`src/msadc_pkg.sv`:
```
// Shared constants, types and helpers for the monitor ADC serial control block
package msadc_pkg;

    // Result and configuration word geometry
    localparam int RES_W = 10;
    localparam int CFG_W = 3;
    localparam int CFG_SEL_HI = 2;
    localparam int CFG_SEL_LO = 1;
    localparam int CFG_ORDER = 0;
    localparam logic [1:0] CFG_LAST_CNT = 2'h2;

    // Synchroniser lanes
    localparam int SYNC_W = 3;
    localparam int LANE_CS = 0;
    localparam int LANE_SCLK = 1;
    localparam int LANE_DIN = 2;

    // Output sequence indexes: null, MSB-first run, LSB-first run, zero fill
    localparam logic [4:0] SEQ_NULL = 5'h00;
    localparam logic [4:0] SEQ_MSB_FIRST = 5'h01;
    localparam logic [4:0] SEQ_LSB_FIRST = 5'h0B;
    localparam logic [4:0] SEQ_FILL = 5'h15;

    // Measurement modes
    typedef enum logic [1:0] {
        MODE_TEMP = 2'h0,
        MODE_SUPPLY = 2'h1,
        MODE_DIFF_FULL = 2'h2,
        MODE_DIFF_HALF = 2'h3
    } msadc_mode_t;

    // Transfer states
    typedef enum logic [2:0] {
        ST_IDLE = 3'h0,
        ST_HUNT = 3'h1,
        ST_CFG = 3'h2,
        ST_TURN = 3'h3,
        ST_SEND = 3'h4
    } msadc_state_t;

    typedef struct packed {
        logic [SYNC_W-1:0] s1;
        logic [SYNC_W-1:0] s2;
        logic [SYNC_W-1:0] s3;
    } msadc_sync_t;

    typedef struct packed {
        logic [4:0] idx;
        logic [RES_W-1:0] word;
    } msadc_shift_t;

    typedef struct packed {
        msadc_state_t state;
        logic [1:0] cfg_cnt;
        logic [CFG_W-1:0] cfg;
        logic dout;
        logic dout_oe;
        logic conv_start;
        msadc_mode_t mode;
        logic order;
        logic active;
        logic frame_done;
        logic aborted;
        logic temp_discard;
        logic mode_seen;
    } msadc_ctrl_t;

    // Values after reset; chip select lanes start deselected
    localparam msadc_sync_t SYNC_RST = '{s1: 3'h1, s2: 3'h1, s3: 3'h1};
    localparam msadc_shift_t SHIFT_RST = '{idx: 5'h00, word: 10'h000};
    localparam msadc_ctrl_t CTRL_RST = msadc_ctrl_t'('0);

    // Edge detectors on synchronised levels
    function automatic logic msadc_rise(input logic prev, input logic cur);
        return ~prev & cur;
    endfunction

    function automatic logic msadc_fall(input logic prev, input logic cur);
        return prev & ~cur;
    endfunction

endpackage

```
`src/msadc_pin_if.sv`:
```
// Synchronised pin levels and edge pulses passed to the controller
`timescale 1ns/1ps
interface msadc_pin_if;
    logic cs_n;
    logic din;
    logic cs_fall;
    logic cs_rise;
    logic sclk_rise;
    logic sclk_fall;

    modport src(output cs_n, din, cs_fall, cs_rise, sclk_rise, sclk_fall);
    modport dst(input cs_n, din, cs_fall, cs_rise, sclk_rise, sclk_fall);
endinterface

```
`src/msadc_pin_sync.sv`:
```
// Two-stage pin synchroniser with edge detection
`timescale 1ns/1ps
module msadc_pin_sync import msadc_pkg::*; (
    // Clock and reset
    input wire logic i_clk,
    input wire logic i_arst_n,
    // Raw pins
    input wire logic i_cs_n,
    input wire logic i_sclk,
    input wire logic i_din,
    // Synchronised view
    msadc_pin_if.src pins
);

    msadc_sync_t q;
    msadc_sync_t d;

    // Stage shift; only s2 and s3 feed logic
    always_comb begin
        d = q;
        d.s1 = {i_din, i_sclk, i_cs_n};
        d.s2 = q.s1;
        d.s3 = q.s2;
    end

    always_ff @(posedge i_clk or negedge i_arst_n) begin
        if (!i_arst_n) begin
            q <= SYNC_RST;
        end else begin
            q <= d;
        end
    end

    // Levels and edges, all aligned to stage two
    assign pins.cs_n = q.s2[LANE_CS];
    assign pins.din = q.s2[LANE_DIN];
    assign pins.cs_fall = msadc_fall(q.s3[LANE_CS], q.s2[LANE_CS]);
    assign pins.cs_rise = msadc_rise(q.s3[LANE_CS], q.s2[LANE_CS]);
    assign pins.sclk_rise = msadc_rise(q.s3[LANE_SCLK], q.s2[LANE_SCLK]);
    assign pins.sclk_fall = msadc_fall(q.s3[LANE_SCLK], q.s2[LANE_SCLK]);

endmodule

```
`src/msadc_shifter.sv`:
```
// Result serialiser: null bit, MSB-first run, optional LSB-first run, zero fill
`timescale 1ns/1ps
module msadc_shifter import msadc_pkg::*; (
    // Clock and reset
    input wire logic i_clk,
    input wire logic i_arst_n,
    // Control
    input wire logic i_load,
    input wire logic i_step,
    input wire logic i_lsb_tail,
    // Result in
    input wire logic [RES_W-1:0] i_data,
    // Serial bit and status
    output logic o_bit,
    output logic o_done
);

    msadc_shift_t q;
    msadc_shift_t d;

    // Sequence advance and bit selection
    always_comb begin
        logic [4:0] pos;
        pos = 5'h00;
        d = q;
        o_bit = 1'b0;
        if (q.idx >= SEQ_MSB_FIRST && q.idx < SEQ_LSB_FIRST) begin
            pos = 5'(RES_W) - q.idx;
            o_bit = q.word[pos[3:0]];
        end else if (q.idx >= SEQ_LSB_FIRST && q.idx < SEQ_FILL && i_lsb_tail) begin
            pos = q.idx - SEQ_LSB_FIRST;
            o_bit = q.word[pos[3:0]];
        end
        o_done = (q.idx == SEQ_FILL) || (q.idx >= SEQ_LSB_FIRST && !i_lsb_tail);
        if (i_load) begin
            d.idx = SEQ_NULL;
        end else if (i_step) begin
            if (q.idx == SEQ_NULL) begin
                d.word = i_data;
            end
            if (q.idx != SEQ_FILL) begin
                d.idx = q.idx + 5'h01;
            end
        end
    end

    always_ff @(posedge i_clk or negedge i_arst_n) begin
        if (!i_arst_n) begin
            q <= SHIFT_RST;
        end else begin
            q <= d;
        end
    end

    // Zero fill once the MSB-only run is over
    chk_fill_zero: assert property (@(posedge i_clk) disable iff (!i_arst_n)
        (!i_lsb_tail && q.idx >= SEQ_LSB_FIRST) |-> !o_bit)
        else $error("fill bit not zero in MSB-only order");

    // One step moves exactly one bit
    chk_one_step: assert property (@(posedge i_clk) disable iff (!i_arst_n)
        (i_step && !i_load && q.idx != SEQ_FILL) |=> q.idx == $past(q.idx) + 5'h01)
        else $error("serialiser index did not advance by one");

endmodule

```
`src/msadc_serial_ctrl.sv`:
```
// Serial control and transfer logic of the monitor ADC
`timescale 1ns/1ps
module msadc_serial_ctrl import msadc_pkg::*; (
    // Clock and reset
    input wire logic i_clk,
    input wire logic i_arst_n,
    // Serial pins
    input wire logic i_cs_n,
    input wire logic i_sclk,
    input wire logic i_din,
    output logic o_dout,
    output logic o_dout_oe,
    // Converter side
    input wire logic [RES_W-1:0] i_conv_result,
    output logic o_conv_start,
    output logic [1:0] o_mode,
    output logic o_bit_order_select,
    // Status
    output logic o_active,
    output logic o_frame_done,
    output logic o_aborted,
    output logic o_temp_discard
);

    msadc_pin_if pins();

    msadc_ctrl_t q;
    msadc_ctrl_t d;
    logic shift_load;
    logic shift_step;
    logic shift_bit;
    logic shift_done;

    // Pin synchroniser
    msadc_pin_sync u_sync (
        .i_clk(i_clk),
        .i_arst_n(i_arst_n),
        .i_cs_n(i_cs_n),
        .i_sclk(i_sclk),
        .i_din(i_din),
        .pins(pins)
    );

    // Result serialiser
    msadc_shifter u_shift (
        .i_clk(i_clk),
        .i_arst_n(i_arst_n),
        .i_load(shift_load),
        .i_step(shift_step),
        .i_lsb_tail(~q.order),
        .i_data(i_conv_result),
        .o_bit(shift_bit),
        .o_done(shift_done)
    );

    // Transfer sequencing
    always_comb begin
        d = q;
        d.conv_start = 1'b0;
        d.frame_done = 1'b0;
        d.aborted = 1'b0;
        shift_load = 1'b0;
        shift_step = 1'b0;
        if (pins.cs_n) begin
            // Deselected: release the line and report how the frame ended
            d.state = ST_IDLE;
            d.dout_oe = 1'b0;
            d.dout = 1'b0;
            d.active = 1'b0;
            if (q.state == ST_SEND && shift_done) begin
                d.frame_done = 1'b1;
            end else if (q.state != ST_IDLE) begin
                d.aborted = 1'b1;
            end
        end else begin
            case (q.state)
                ST_IDLE: begin
                    if (pins.cs_fall) begin
                        d.state = ST_HUNT;
                        d.active = 1'b1;
                        d.dout_oe = 1'b0; // Line stays released while receiving
                        d.cfg_cnt = 2'h0;
                        d.cfg = '0;
                        shift_load = 1'b1;
                    end
                end
                ST_HUNT: begin
                    // Leading zeros are skipped
                    if (pins.sclk_rise && pins.din) begin
                        d.state = ST_CFG;
                        d.cfg_cnt = 2'h0;
                    end
                end
                ST_CFG: begin
                    if (pins.sclk_rise) begin
                        d.cfg = {q.cfg[CFG_W-2:0], pins.din};
                        d.cfg_cnt = q.cfg_cnt + 2'h1;
                        if (q.cfg_cnt == CFG_LAST_CNT) begin
                            // Word complete: latch mode and order, start conversion
                            d.state = ST_TURN;
                            d.mode = msadc_mode_t'(q.cfg[CFG_SEL_HI-1:CFG_SEL_LO-1]);
                            d.order = pins.din;
                            d.conv_start = 1'b1;
                            d.temp_discard = (q.cfg[CFG_SEL_HI-1:CFG_SEL_LO-1] == MODE_TEMP)
                                && (!q.mode_seen || q.mode != MODE_TEMP);
                            d.mode_seen = 1'b1;
                        end
                    end
                end
                ST_TURN: begin
                    // Input no longer shifted; output enabled with the null bit
                    if (pins.sclk_fall) begin
                        d.state = ST_SEND;
                        d.dout_oe = 1'b1;
                        d.dout = shift_bit;
                        shift_step = 1'b1;
                    end
                end
                ST_SEND: begin
                    // Data line changes only on falling edges; input ignored
                    if (pins.sclk_fall) begin
                        d.dout = shift_bit;
                        shift_step = 1'b1;
                    end
                end
                default: begin
                    d.state = ST_IDLE;
                    d.dout_oe = 1'b0;
                end
            endcase
        end
    end

    always_ff @(posedge i_clk or negedge i_arst_n) begin
        if (!i_arst_n) begin
            q <= CTRL_RST;
        end else begin
            q <= d;
        end
    end

    // Registered outputs
    assign o_dout = q.dout;
    assign o_dout_oe = q.dout_oe;
    assign o_conv_start = q.conv_start;
    assign o_mode = q.mode;
    assign o_bit_order_select = q.order;
    assign o_active = q.active;
    assign o_frame_done = q.frame_done;
    assign o_aborted = q.aborted;
    assign o_temp_discard = q.temp_discard;

    // Deselect releases the line one cycle later
    chk_idle_hiz: assert property (@(posedge i_clk) disable iff (!i_arst_n)
        pins.cs_n |=> (!o_dout_oe && !o_active))
        else $error("output driven while deselected");

    // Receiving phases never drive
    chk_rx_no_drive: assert property (@(posedge i_clk) disable iff (!i_arst_n)
        (q.state == ST_HUNT || q.state == ST_CFG || q.state == ST_TURN) |-> !o_dout_oe)
        else $error("output driven while receiving");

    // Select fall starts a search
    chk_start_on_fall: assert property (@(posedge i_clk) disable iff (!i_arst_n)
        (q.state == ST_IDLE && pins.cs_fall) |=> (q.state == ST_HUNT && o_active))
        else $error("chip select fall did not start a transfer");

    // Only a sampled one leaves the search
    chk_start_bit: assert property (@(posedge i_clk) disable iff (!i_arst_n)
        (q.state == ST_HUNT && !pins.cs_n && pins.sclk_rise)
        |=> ((q.state == ST_CFG) == $past(pins.din)))
        else $error("start bit detection wrong");

    // Conversion starts three rises after the start bit
    chk_cfg_three: assert property (@(posedge i_clk) disable iff (!i_arst_n)
        $rose(o_conv_start) |-> ($past(q.state) == ST_CFG && $past(q.cfg_cnt) == CFG_LAST_CNT
            && q.state == ST_TURN))
        else $error("conversion start not after third config bit");

    // Mode and order stay frozen once the word is in
    chk_cfg_frozen: assert property (@(posedge i_clk) disable iff (!i_arst_n)
        (q.state == ST_SEND && !pins.cs_n) |=> ($stable(o_mode) && $stable(o_bit_order_select)))
        else $error("configuration changed after word complete");

    // First falling edge after the word enables the line with a null bit
    chk_null_bit: assert property (@(posedge i_clk) disable iff (!i_arst_n)
        (q.state == ST_TURN && !pins.cs_n && pins.sclk_fall) |=> (o_dout_oe && !o_dout))
        else $error("null bit missing at output enable");

    // Enable rises only on a falling shift edge
    chk_oe_on_fall: assert property (@(posedge i_clk) disable iff (!i_arst_n)
        $rose(o_dout_oe) |-> ($past(pins.sclk_fall) && $past(q.state) == ST_TURN))
        else $error("output enabled away from a falling edge");

    // Driven data changes only after a falling edge
    chk_dout_on_fall: assert property (@(posedge i_clk) disable iff (!i_arst_n)
        (o_dout_oe && $past(o_dout_oe) && $changed(o_dout)) |-> $past(pins.sclk_fall))
        else $error("data changed away from a falling edge");

    // Raising select ends the transfer within a cycle
    chk_cs_rise_idle: assert property (@(posedge i_clk) disable iff (!i_arst_n)
        pins.cs_rise |=> (q.state == ST_IDLE) [*2])
        else $error("chip select rise did not return to idle");

    // Mode field follows the two select bits
    chk_mode_map: assert property (@(posedge i_clk) disable iff (!i_arst_n)
        $rose(o_conv_start) |-> (o_mode == $past(q.cfg[1:0])
            && o_bit_order_select == $past(pins.din)))
        else $error("mode or order not taken from config word");

    // Conversion start lasts one cycle
    chk_conv_pulse: assert property (@(posedge i_clk) disable iff (!i_arst_n)
        o_conv_start |=> !o_conv_start)
        else $error("conversion start longer than one cycle");

    // Normal end pulse lasts one cycle
    chk_done_pulse: assert property (@(posedge i_clk) disable iff (!i_arst_n)
        o_frame_done |=> !o_frame_done)
        else $error("frame done longer than one cycle");

    // Abort pulse lasts one cycle
    chk_abort_pulse: assert property (@(posedge i_clk) disable iff (!i_arst_n)
        o_aborted |=> !o_aborted)
        else $error("abort longer than one cycle");

    // Either end report finds the interface idle
    chk_end_idle: assert property (@(posedge i_clk) disable iff (!i_arst_n)
        (o_frame_done || o_aborted) |-> (q.state == ST_IDLE && !o_active && !o_dout_oe))
        else $error("frame end reported while interface busy");

    // Busy flag only follows a low select
    chk_active_sel: assert property (@(posedge i_clk) disable iff (!i_arst_n)
        o_active |-> !$past(pins.cs_n))
        else $error("active while chip select high");

    // Idle holds until a select fall
    chk_idle_quiet: assert property (@(posedge i_clk) disable iff (!i_arst_n)
        (q.state == ST_IDLE && !pins.cs_fall) |=> q.state == ST_IDLE)
        else $error("left idle without a chip select fall");

    // New frame clears the configuration shift
    chk_hunt_clear: assert property (@(posedge i_clk) disable iff (!i_arst_n)
        (q.state == ST_IDLE && pins.cs_fall) |=> (q.cfg == '0 && q.cfg_cnt == 2'h0))
        else $error("configuration not cleared at frame start");

    // Result goes out only after the full word
    chk_word_first: assert property (@(posedge i_clk) disable iff (!i_arst_n)
        $rose(o_dout_oe) |-> q.cfg_cnt == CFG_LAST_CNT + 2'h1)
        else $error("output enabled before the word was complete");

    // Released line carries a low level
    chk_released_low: assert property (@(posedge i_clk) disable iff (!i_arst_n)
        !o_dout_oe |-> !o_dout)
        else $error("data high while line released");

    // Driving phase keeps the line enabled
    chk_send_drives: assert property (@(posedge i_clk) disable iff (!i_arst_n)
        (q.state == ST_SEND) |-> o_dout_oe)
        else $error("line not driven while sending");

    // Enable holds while select stays low
    chk_oe_holds: assert property (@(posedge i_clk) disable iff (!i_arst_n)
        (o_dout_oe && !pins.cs_n) |=> o_dout_oe)
        else $error("output enable dropped inside a frame");

    // Configuration frozen after the word
    chk_cfg_ignored: assert property (@(posedge i_clk) disable iff (!i_arst_n)
        ((q.state == ST_TURN || q.state == ST_SEND) && !pins.cs_n) |=> $stable(q.cfg))
        else $error("input shifted after word complete");

    // Serialiser only steps on a falling edge
    chk_step_on_fall: assert property (@(posedge i_clk) disable iff (!i_arst_n)
        shift_step |-> (pins.sclk_fall && !pins.cs_n))
        else $error("serialiser stepped away from a falling edge");

    // Discard flag only marks temperature results
    chk_discard_mode: assert property (@(posedge i_clk) disable iff (!i_arst_n)
        o_temp_discard |-> (o_mode == MODE_TEMP))
        else $error("discard flag set outside temperature mode");

endmodule

```
`config.mk`:
```
export PLATFORM = sky130hd
export DESIGN_NAME = msadc_serial_ctrl
export DESIGN_NICKNAME = d
export VERILOG_FILES = /design/src/msadc_pkg.sv /design/src/msadc_pin_if.sv /design/src/msadc_pin_sync.sv /design/src/msadc_shifter.sv /design/src/msadc_serial_ctrl.sv
export SDC_FILE = /design/constraint.sdc
export NUM_CORES = 1
export LEC_CHECK = 0
export ABC_CLOCK_PERIOD_IN_PS = 3040
export BUFFER_PORTS_ARGS = -buffer_cell sky130_fd_sc_hd__buf_2
export CORE_UTILIZATION = 45
export DETAILED_ROUTE_END_ITERATION = 8
export PLACE_DENSITY = 0.6
export SYNTH_ARGS = -nofsm -noshare
export SYNTH_HDL_FRONTEND = slang
export SYNTH_SLANG_ARGS = --single-unit
```
`constraint.sdc`:
```
create_clock -name i_clk -period 3.04 [get_ports i_clk]
set_input_delay 0 -clock i_clk [delete_from_list [all_inputs] [get_ports i_clk]]
set_output_delay 0 -clock i_clk [all_outputs]
set_load 0.005 [all_outputs]
```
; Word level (Yosys, flattened, before mapping)
; Cells that the tools add are included.
[classes]
n_bitwise = 8
reduce_logical = 33
eq_ne = 18
addsub = 4
order_cmp = 6
mux = 42
[ops]
columns = op, count
row1 = 2-to-1 mux 1 bit, 18
row2 = "inequality test 3 x 2 -> 1 bit, second input constant", 6
row3 = 2-to-1 mux 4 bit, 4
row4 = 2-to-1 mux 8 bit, 2
row5 = 2-to-1 mux 15 bit, 1
row6 = 2-to-1 mux 5 bit, 3
row7 = case mux 3 bit (5 select lines), 1
row8 = nonzero test 2 bit, 6
row9 = "less-than comparator 4 x 5 -> 1 bit, second input constant", 2
row10 = 2-to-1 mux 10 bit, 1
row11 = 2-to-1 mux 3 bit, 3
row12 = AND reduction 3 bit, 3
row13 = nonzero test 3 bit, 3
row14 = binary-select mux 1 bit (select 4 bit), 2
row15 = AND reduction 4 bit, 2
row16 = logical AND 1 bit, 7
row17 = "equality test 3 x 2 -> 1 bit, second input constant", 2
row18 = 2-to-1 mux 2 bit, 3
row19 = "inequality test 2 bit, second input constant", 3
row20 = case mux 2 bit (3 select lines), 1
row21 = AND reduction 6 bit, 1
row22 = "adder 5 x 1 -> 5 bit, second input constant", 1
row23 = "equality test 5 bit, second input constant", 1
row24 = ">= comparator 5 x 1 -> 1 bit, second input constant", 1
row25 = other kinds (25), 34
[totals]
register_bits = 41
input_bits = 15

; Depth between registers and ports, before layout
[logic_depth]
word_depth = 8
mapped_depth = 8

; Cells and area by module
; From an unflattened synthesis, not the netlist that was laid out.
[hier_totals]
cells_unflattened = 184
hier_area_um2 = 2122.0
[by_module_without_submodules]
columns = module, area_each_um2, n_inst, seq_area_each_um2, cells_per_inst
row1 = msadc_shifter, 964.7, 1, 375.4, 83
row2 = msadc_serial_ctrl, 918.4, 1, 450.4, 89
row3 = msadc_pin_sync, 239.0, 1, 203.9, 12

; Worst setup path after synthesis
; OpenSTA, ideal clock, no wires.
[synth_path]
path_kind = reg-to-reg
start = register u_shift.q[10] (netlist name)
end = register q (netlist bit o_dout)
path_buffers = 2
slack_ns = 0.731
stages_incl_launch_ff = 9
required_time_ns = 2.914
t_arrival_ns = 2.183
path_cell_list = dfrtp_1 buf_6 inv_1 ha_1 clkbuf_1 mux4_2 mux2i_1 nand2_1 a221o_1
[synth_via]
elab_chain_len = 8
elab_cells_between_ends = 19
[synth_rtl]
columns = item, line_no
row1 = from (decl), msadc_shifter.sv:18  ; msadc_shift_t q;
row2 = from (signal assigned), msadc_shifter.sv:49  ; q <= SHIFT_RST;
row3 = from (signal assigned), msadc_shifter.sv:51  ; q <= d;
row4 = subtractor 4 bit (tied with other cells), msadc_shifter.sv:31  ; pos = q.idx - SEQ_LSB_FIRST;
row5 = binary-select mux 1 bit (select 4 bit) / logical AND 1 bit (equally long branches), "msadc_shifter.sv:32, msadc_shifter.sv:30"
row6 = 2-to-1 mux 1 bit (not written as such) / logical AND 1 bit (equally long branches), "msadc_shifter.sv:32, msadc_shifter.sv:30"
row7 = 2-to-1 mux 1 bit, msadc_shifter.sv:30  ; end else if (q.idx >= SEQ_LSB_FIRST && q.idx < SEQ_FILL && i_lsb_tail) begin
row8 = 2-to-1 mux 1 bit *, msadc_shifter.sv:27  ; if (q.idx >= SEQ_MSB_FIRST && q.idx < SEQ_LSB_FIRST) begin
row9 = 2-to-1 mux 1 bit / 2-to-1 mux 2 bit (equally long branches), "msadc_serial_ctrl.sv:121, msadc_serial_ctrl.sv:112"
row10 = case mux 1 bit (2 select lines) *, msadc_serial_ctrl.sv:76  ; case (q.state)
row11 = 2-to-1 mux 2 bit *, msadc_serial_ctrl.sv:64  ; if (pins.cs_n) begin
row12 = to (signal assigned), msadc_serial_ctrl.sv:136  ; q <= CTRL_RST;
row13 = to (signal assigned), msadc_serial_ctrl.sv:138  ; q <= d;
row14 = to (decl), msadc_serial_ctrl.sv:27  ; msadc_ctrl_t q;
; Every way passes the cells marked *; elsewhere a longest branch is shown, timed or not. The select of a mux whose other input is x is not followed.
; A chain may end at the register's enable or synchronous reset.

; Final worst setup path
[layout_path]
start = register q[18] (netlist name)
end = register u_shift.q[9] (netlist name)
[layout_via]
elab_chain_len = 5
elab_cells_between_ends = 10
[layout_rtl]
columns = item, line_no
row1 = equality test 3 bit (tied with other cells), msadc_serial_ctrl.sv:76
row2 = OR reduction 2 bit (no source line) / 2-to-1 mux 1 bit (equally long branches), -
row3 = 2-to-1 mux 1 bit (on tied branches), -
row4 = 2-to-1 mux 1 bit / NOT 1 bit (equally long branches), -
row5 = AND reduction 3 bit (no source line) *, -
; Every way passes the cells marked *; elsewhere a longest branch is shown, timed or not.

==> impl_results.md <==
- WP data arrival: 2.66 ns
- Std-Cell Core Area: roughly 4500 um^2
- Clock-pin slew on the worst setup and hold paths: 0.08 ns
- PortBufs: 24
- Post-synth top area share: 0.440
- Number of distinct library cells after synthesis: 49
- Hold depth: 2
- Flops & latches, synth: 41
- Total Routing Usage GR: 0.196
- Ys async rst share: 1.00
- R2R depth: 4
- Largest net degree at the start of global routing: 42
- Height of the die: slightly above 70 um
- Cell taking the most area after synthesis: dfrtp_1
- Relative slew slack: 0.409
- Failing checks: design-rule violations
- Grt ovf: 0
- Htree depth: 2
- HPWL Detailed: about 3 mm
- Unrepaired setup endpoints after global routing: no
- Ranking of synthesized cells by area: dfrtp_1 (44%), mux2_4 (6.9%), mux4_2 (4.2%), dfstp_2 (3.6%), nand2_1 (3.6%)
- Initial Util: 0.483
- Clk_lat worst skew: 0.29 ns
- Status: complete, but fails checks
- Critical path type: reg -> reg
- Hold Startpoint: i_cs_n
- Tightest Hold Check Type: in -> reg
- Hold Path Sink: u_sync.d[3]
- P per Cell Area: approximately 750 nW/um^2
- YS warnings: 0
- Number of synthesized flops with an enable pin: 0
- Sequential power share: 0.430
- Routed WL per cell: 15.6 um
- Non-filler instance count after layout: 283
- DP Worst Slack: 0.566 ns
- Net Count, Synth: about 210
- Placed inst area: 2290 um^2
- Antenna Violating Nets Remaining: 0
- Skew final: 0.00742 ns
- Finished Cell Area: 2570 um^2
- CP peak stage delay: 0.63 ns
- Worst R2R Start: q[18]
- Setup crit start kind: flop
- Sequential share of the synthesized area: 0.476
- Fillers: approximately 370
- Maxcap violations: 0
- Sw frac: 0.307
- Setup-failing EPs final: 0
- Final Hold Viols: 0
- Synthesized cell area: 2160 um^2
- Post-layout min period: roughly 2.5 ns
- Final setup margin: 0.557 ns
- Vias in the first global route: ~1,600
- CTS root buf: clkbuf_8
- Final wirelength: around 4.4 mm
- Peak VDD IR: about 0.36 mV
- Final TNS setup: 0 ns
- Final GP Congestion: 0.903
- Cell with the most instances after synthesis: dfrtp_1
- # rows: 24
- Total number of vias: between 1,500 and 2,000
- First-pass GRT wire length: 7.69 mm
- Total Nets Final: 249
- Clock power frac: 0.276
- Die width: between 70 and 80 um
- DP Cell Count: 261
- Synth cell count leaders: dfrtp_1 (38), nand2_1 (21), nor2_1 (15), mux2_4 (10)
- RR Endpoint: u_shift.q[9]
- Combinational Power Share: 0.294
- Period Utilization, post-route: 0.817
- CP cell instances: or3b_4 > a21oi_4 > nand4b_1 > mux2_4
- Ant. Diodes: 0
- TritonCTS buffer count: 5
- Sw power: between 500 and 600 uW
- Crit path required time: ~3.2 ns
- Worst-Margin Slew: around 0.9 ns
- Maximum clock rate: 403 MHz
- Drt via density: 5.59
- Crit. End Element: flop
- Slowest-stage cell, CP: nand4b_1
- Layout cells sized above 1: 0.242
- Drt first pass iters: 6
- Cells after synthesis: approximately 200
- Clock buffer depth: 2
- Die ar.: just over 5000 um^2
- Clock sink count: 41
- CTS tree: done
- Post-synth top flop: dfrtp_1
- Internal: 1340 uW
- Reg2Reg Setup Slack: 0.56 ns
- Synth-to-Final Area Change: 18.7%
- DRC viols: 2
- DRT iter0 DRCs: 147
- Max Slew Vio Count: 0
- I/O pin count: 25
- Crit Path Max Fanout: 14
- Initial antenna violation count: 0
- LEAKAGE: 0.00124 uW
- Syn Area/Cell: around 11 um^2
[repair_timing]
item / 4_1_cts / 5_1_grt
buffers inserted: 0 / 0
hold buffers: 14 / 0
hold endpoints to repair: 51 / 0
resized for setup: 0 / 0
[power groups by stage]
| stage | Sequential (uW) | Combinational [uW] | Clock (uW) |
|---|---|---|---|
| 2_1_floorplan | 777 | 472 | 0 |
| 3_3_place_gp | 820 | 533 | 0 |
| 3_5_place_dp | 839 | 553 | 0 |
| 4_1_cts | 828 | 573 | 543 |
| 5_1_grt | 854 | 625 | 566 |
| 6_report | 829 | 568 | 533 |
[per-stage QoR]
stage,utilization,hold slack (ns),power (uW)
after floorplan,-,-0.296,1250
after global placement,0.511,0.105,1350
after detailed placement,0.511,0.107,1390
after CTS,0.574,0.335,1940
after global routing,0.574,0.343,2050
final,0.574,0.342,1930
[worst max-delay path by stage]
stage	startpoint	end	cells after the start
after detailed placement	q[17]	u_shift.q[9]	4
after CTS	q[17]	u_shift.q[9]	4
after global placement	q[17]	u_shift.q[5]	4
final	q[18]	u_shift.q[9]	4
after global routing	q[17]	u_shift.q[9]	4
after floorplan	u_shift.q[10]	o_dout	8
[layer usage]
metal,part of all wire,track usage,up-vias
li1,-,-,759
met5,0,0,-
met4,0.014,0.0733,0
met2,0.50,0.334,36
met3,0.028,0.0352,7
met1,0.46,0.251,779
[worst max-delay path: cells and delay by family (launching register included)]
family | cells | cell delay [ns]
multiplexers | 1 | 0.54
AO/OA/AOI/OAI | 1 | 0.16
flip-flops | 1 | 0.57
AND/OR/NAND/NOR | 2 | 1.10
[area by class of cell]
cell class                 count  area, um^2  area share
clock inverter                 3        68.8      0.0268
tap                           52        65.1      0.0254
inverter                       9        33.8      0.0132
clock buffer                   5        68.8      0.0268
sequential                    41        1030       0.401
multi-input combinational    134        1030       0.402
timing repair buffer          39         268       0.104
[sequential cells by signal (all words and copies together), names as in the netlist]
register	flops
o_bit_order_select	1
o_active	1
o_dout	1
u_shift.q	15
o_temp_discard	1
o_conv_start	1
u_sync.d	4
q	8
o_dout_oe	1
u_sync.pins.cs_n	1
o_aborted	1
u_sync.q	2
o_frame_done	1
o_mode	2
u_sync.pins.din	1
[cell usage in the layout, fill, tap and decap left out, types with 2 or more instances in the layout]
master         count
dlygate4sd3_1     14
nor2_1            15
xor2_1             2
xnor2_1            5
a31oi_1            2
nand3b_1           2
o31ai_1            2
clkbuf_8           5
nand2_1           21
dfrtp_1           38
bufinv_16          2
buf_2             24
mux4_2             4
dfstp_2            3
nor3_1             3
mux2i_1            6
mux2_2             2
o21ai_0            6
nor2b_1            5
or3b_4             2
ha_1               4
o22ai_1            2
nand2b_1           5
mux2_4            10
a21o_1             4
nand4_1            2
inv_1              9
a21oi_1            9
[logic make-up (layout without fill, tap and decap cells)]
family | Yosys count | count (layout) | share of synthesized area
compound gates | 36 | 36 | 0.117
simple gates | 65 | 65 | 0.160
fa+ha+maj | 4 | 4 | 0.0231
flops | 41 | 41 | 0.476
buf+inv | 20 | 56 | 0.0463
xor+xnor | 7 | 7 | 0.0284
mux | 22 | 22 | 0.149
Note: power is estimated with default switching activity, not from simulation.
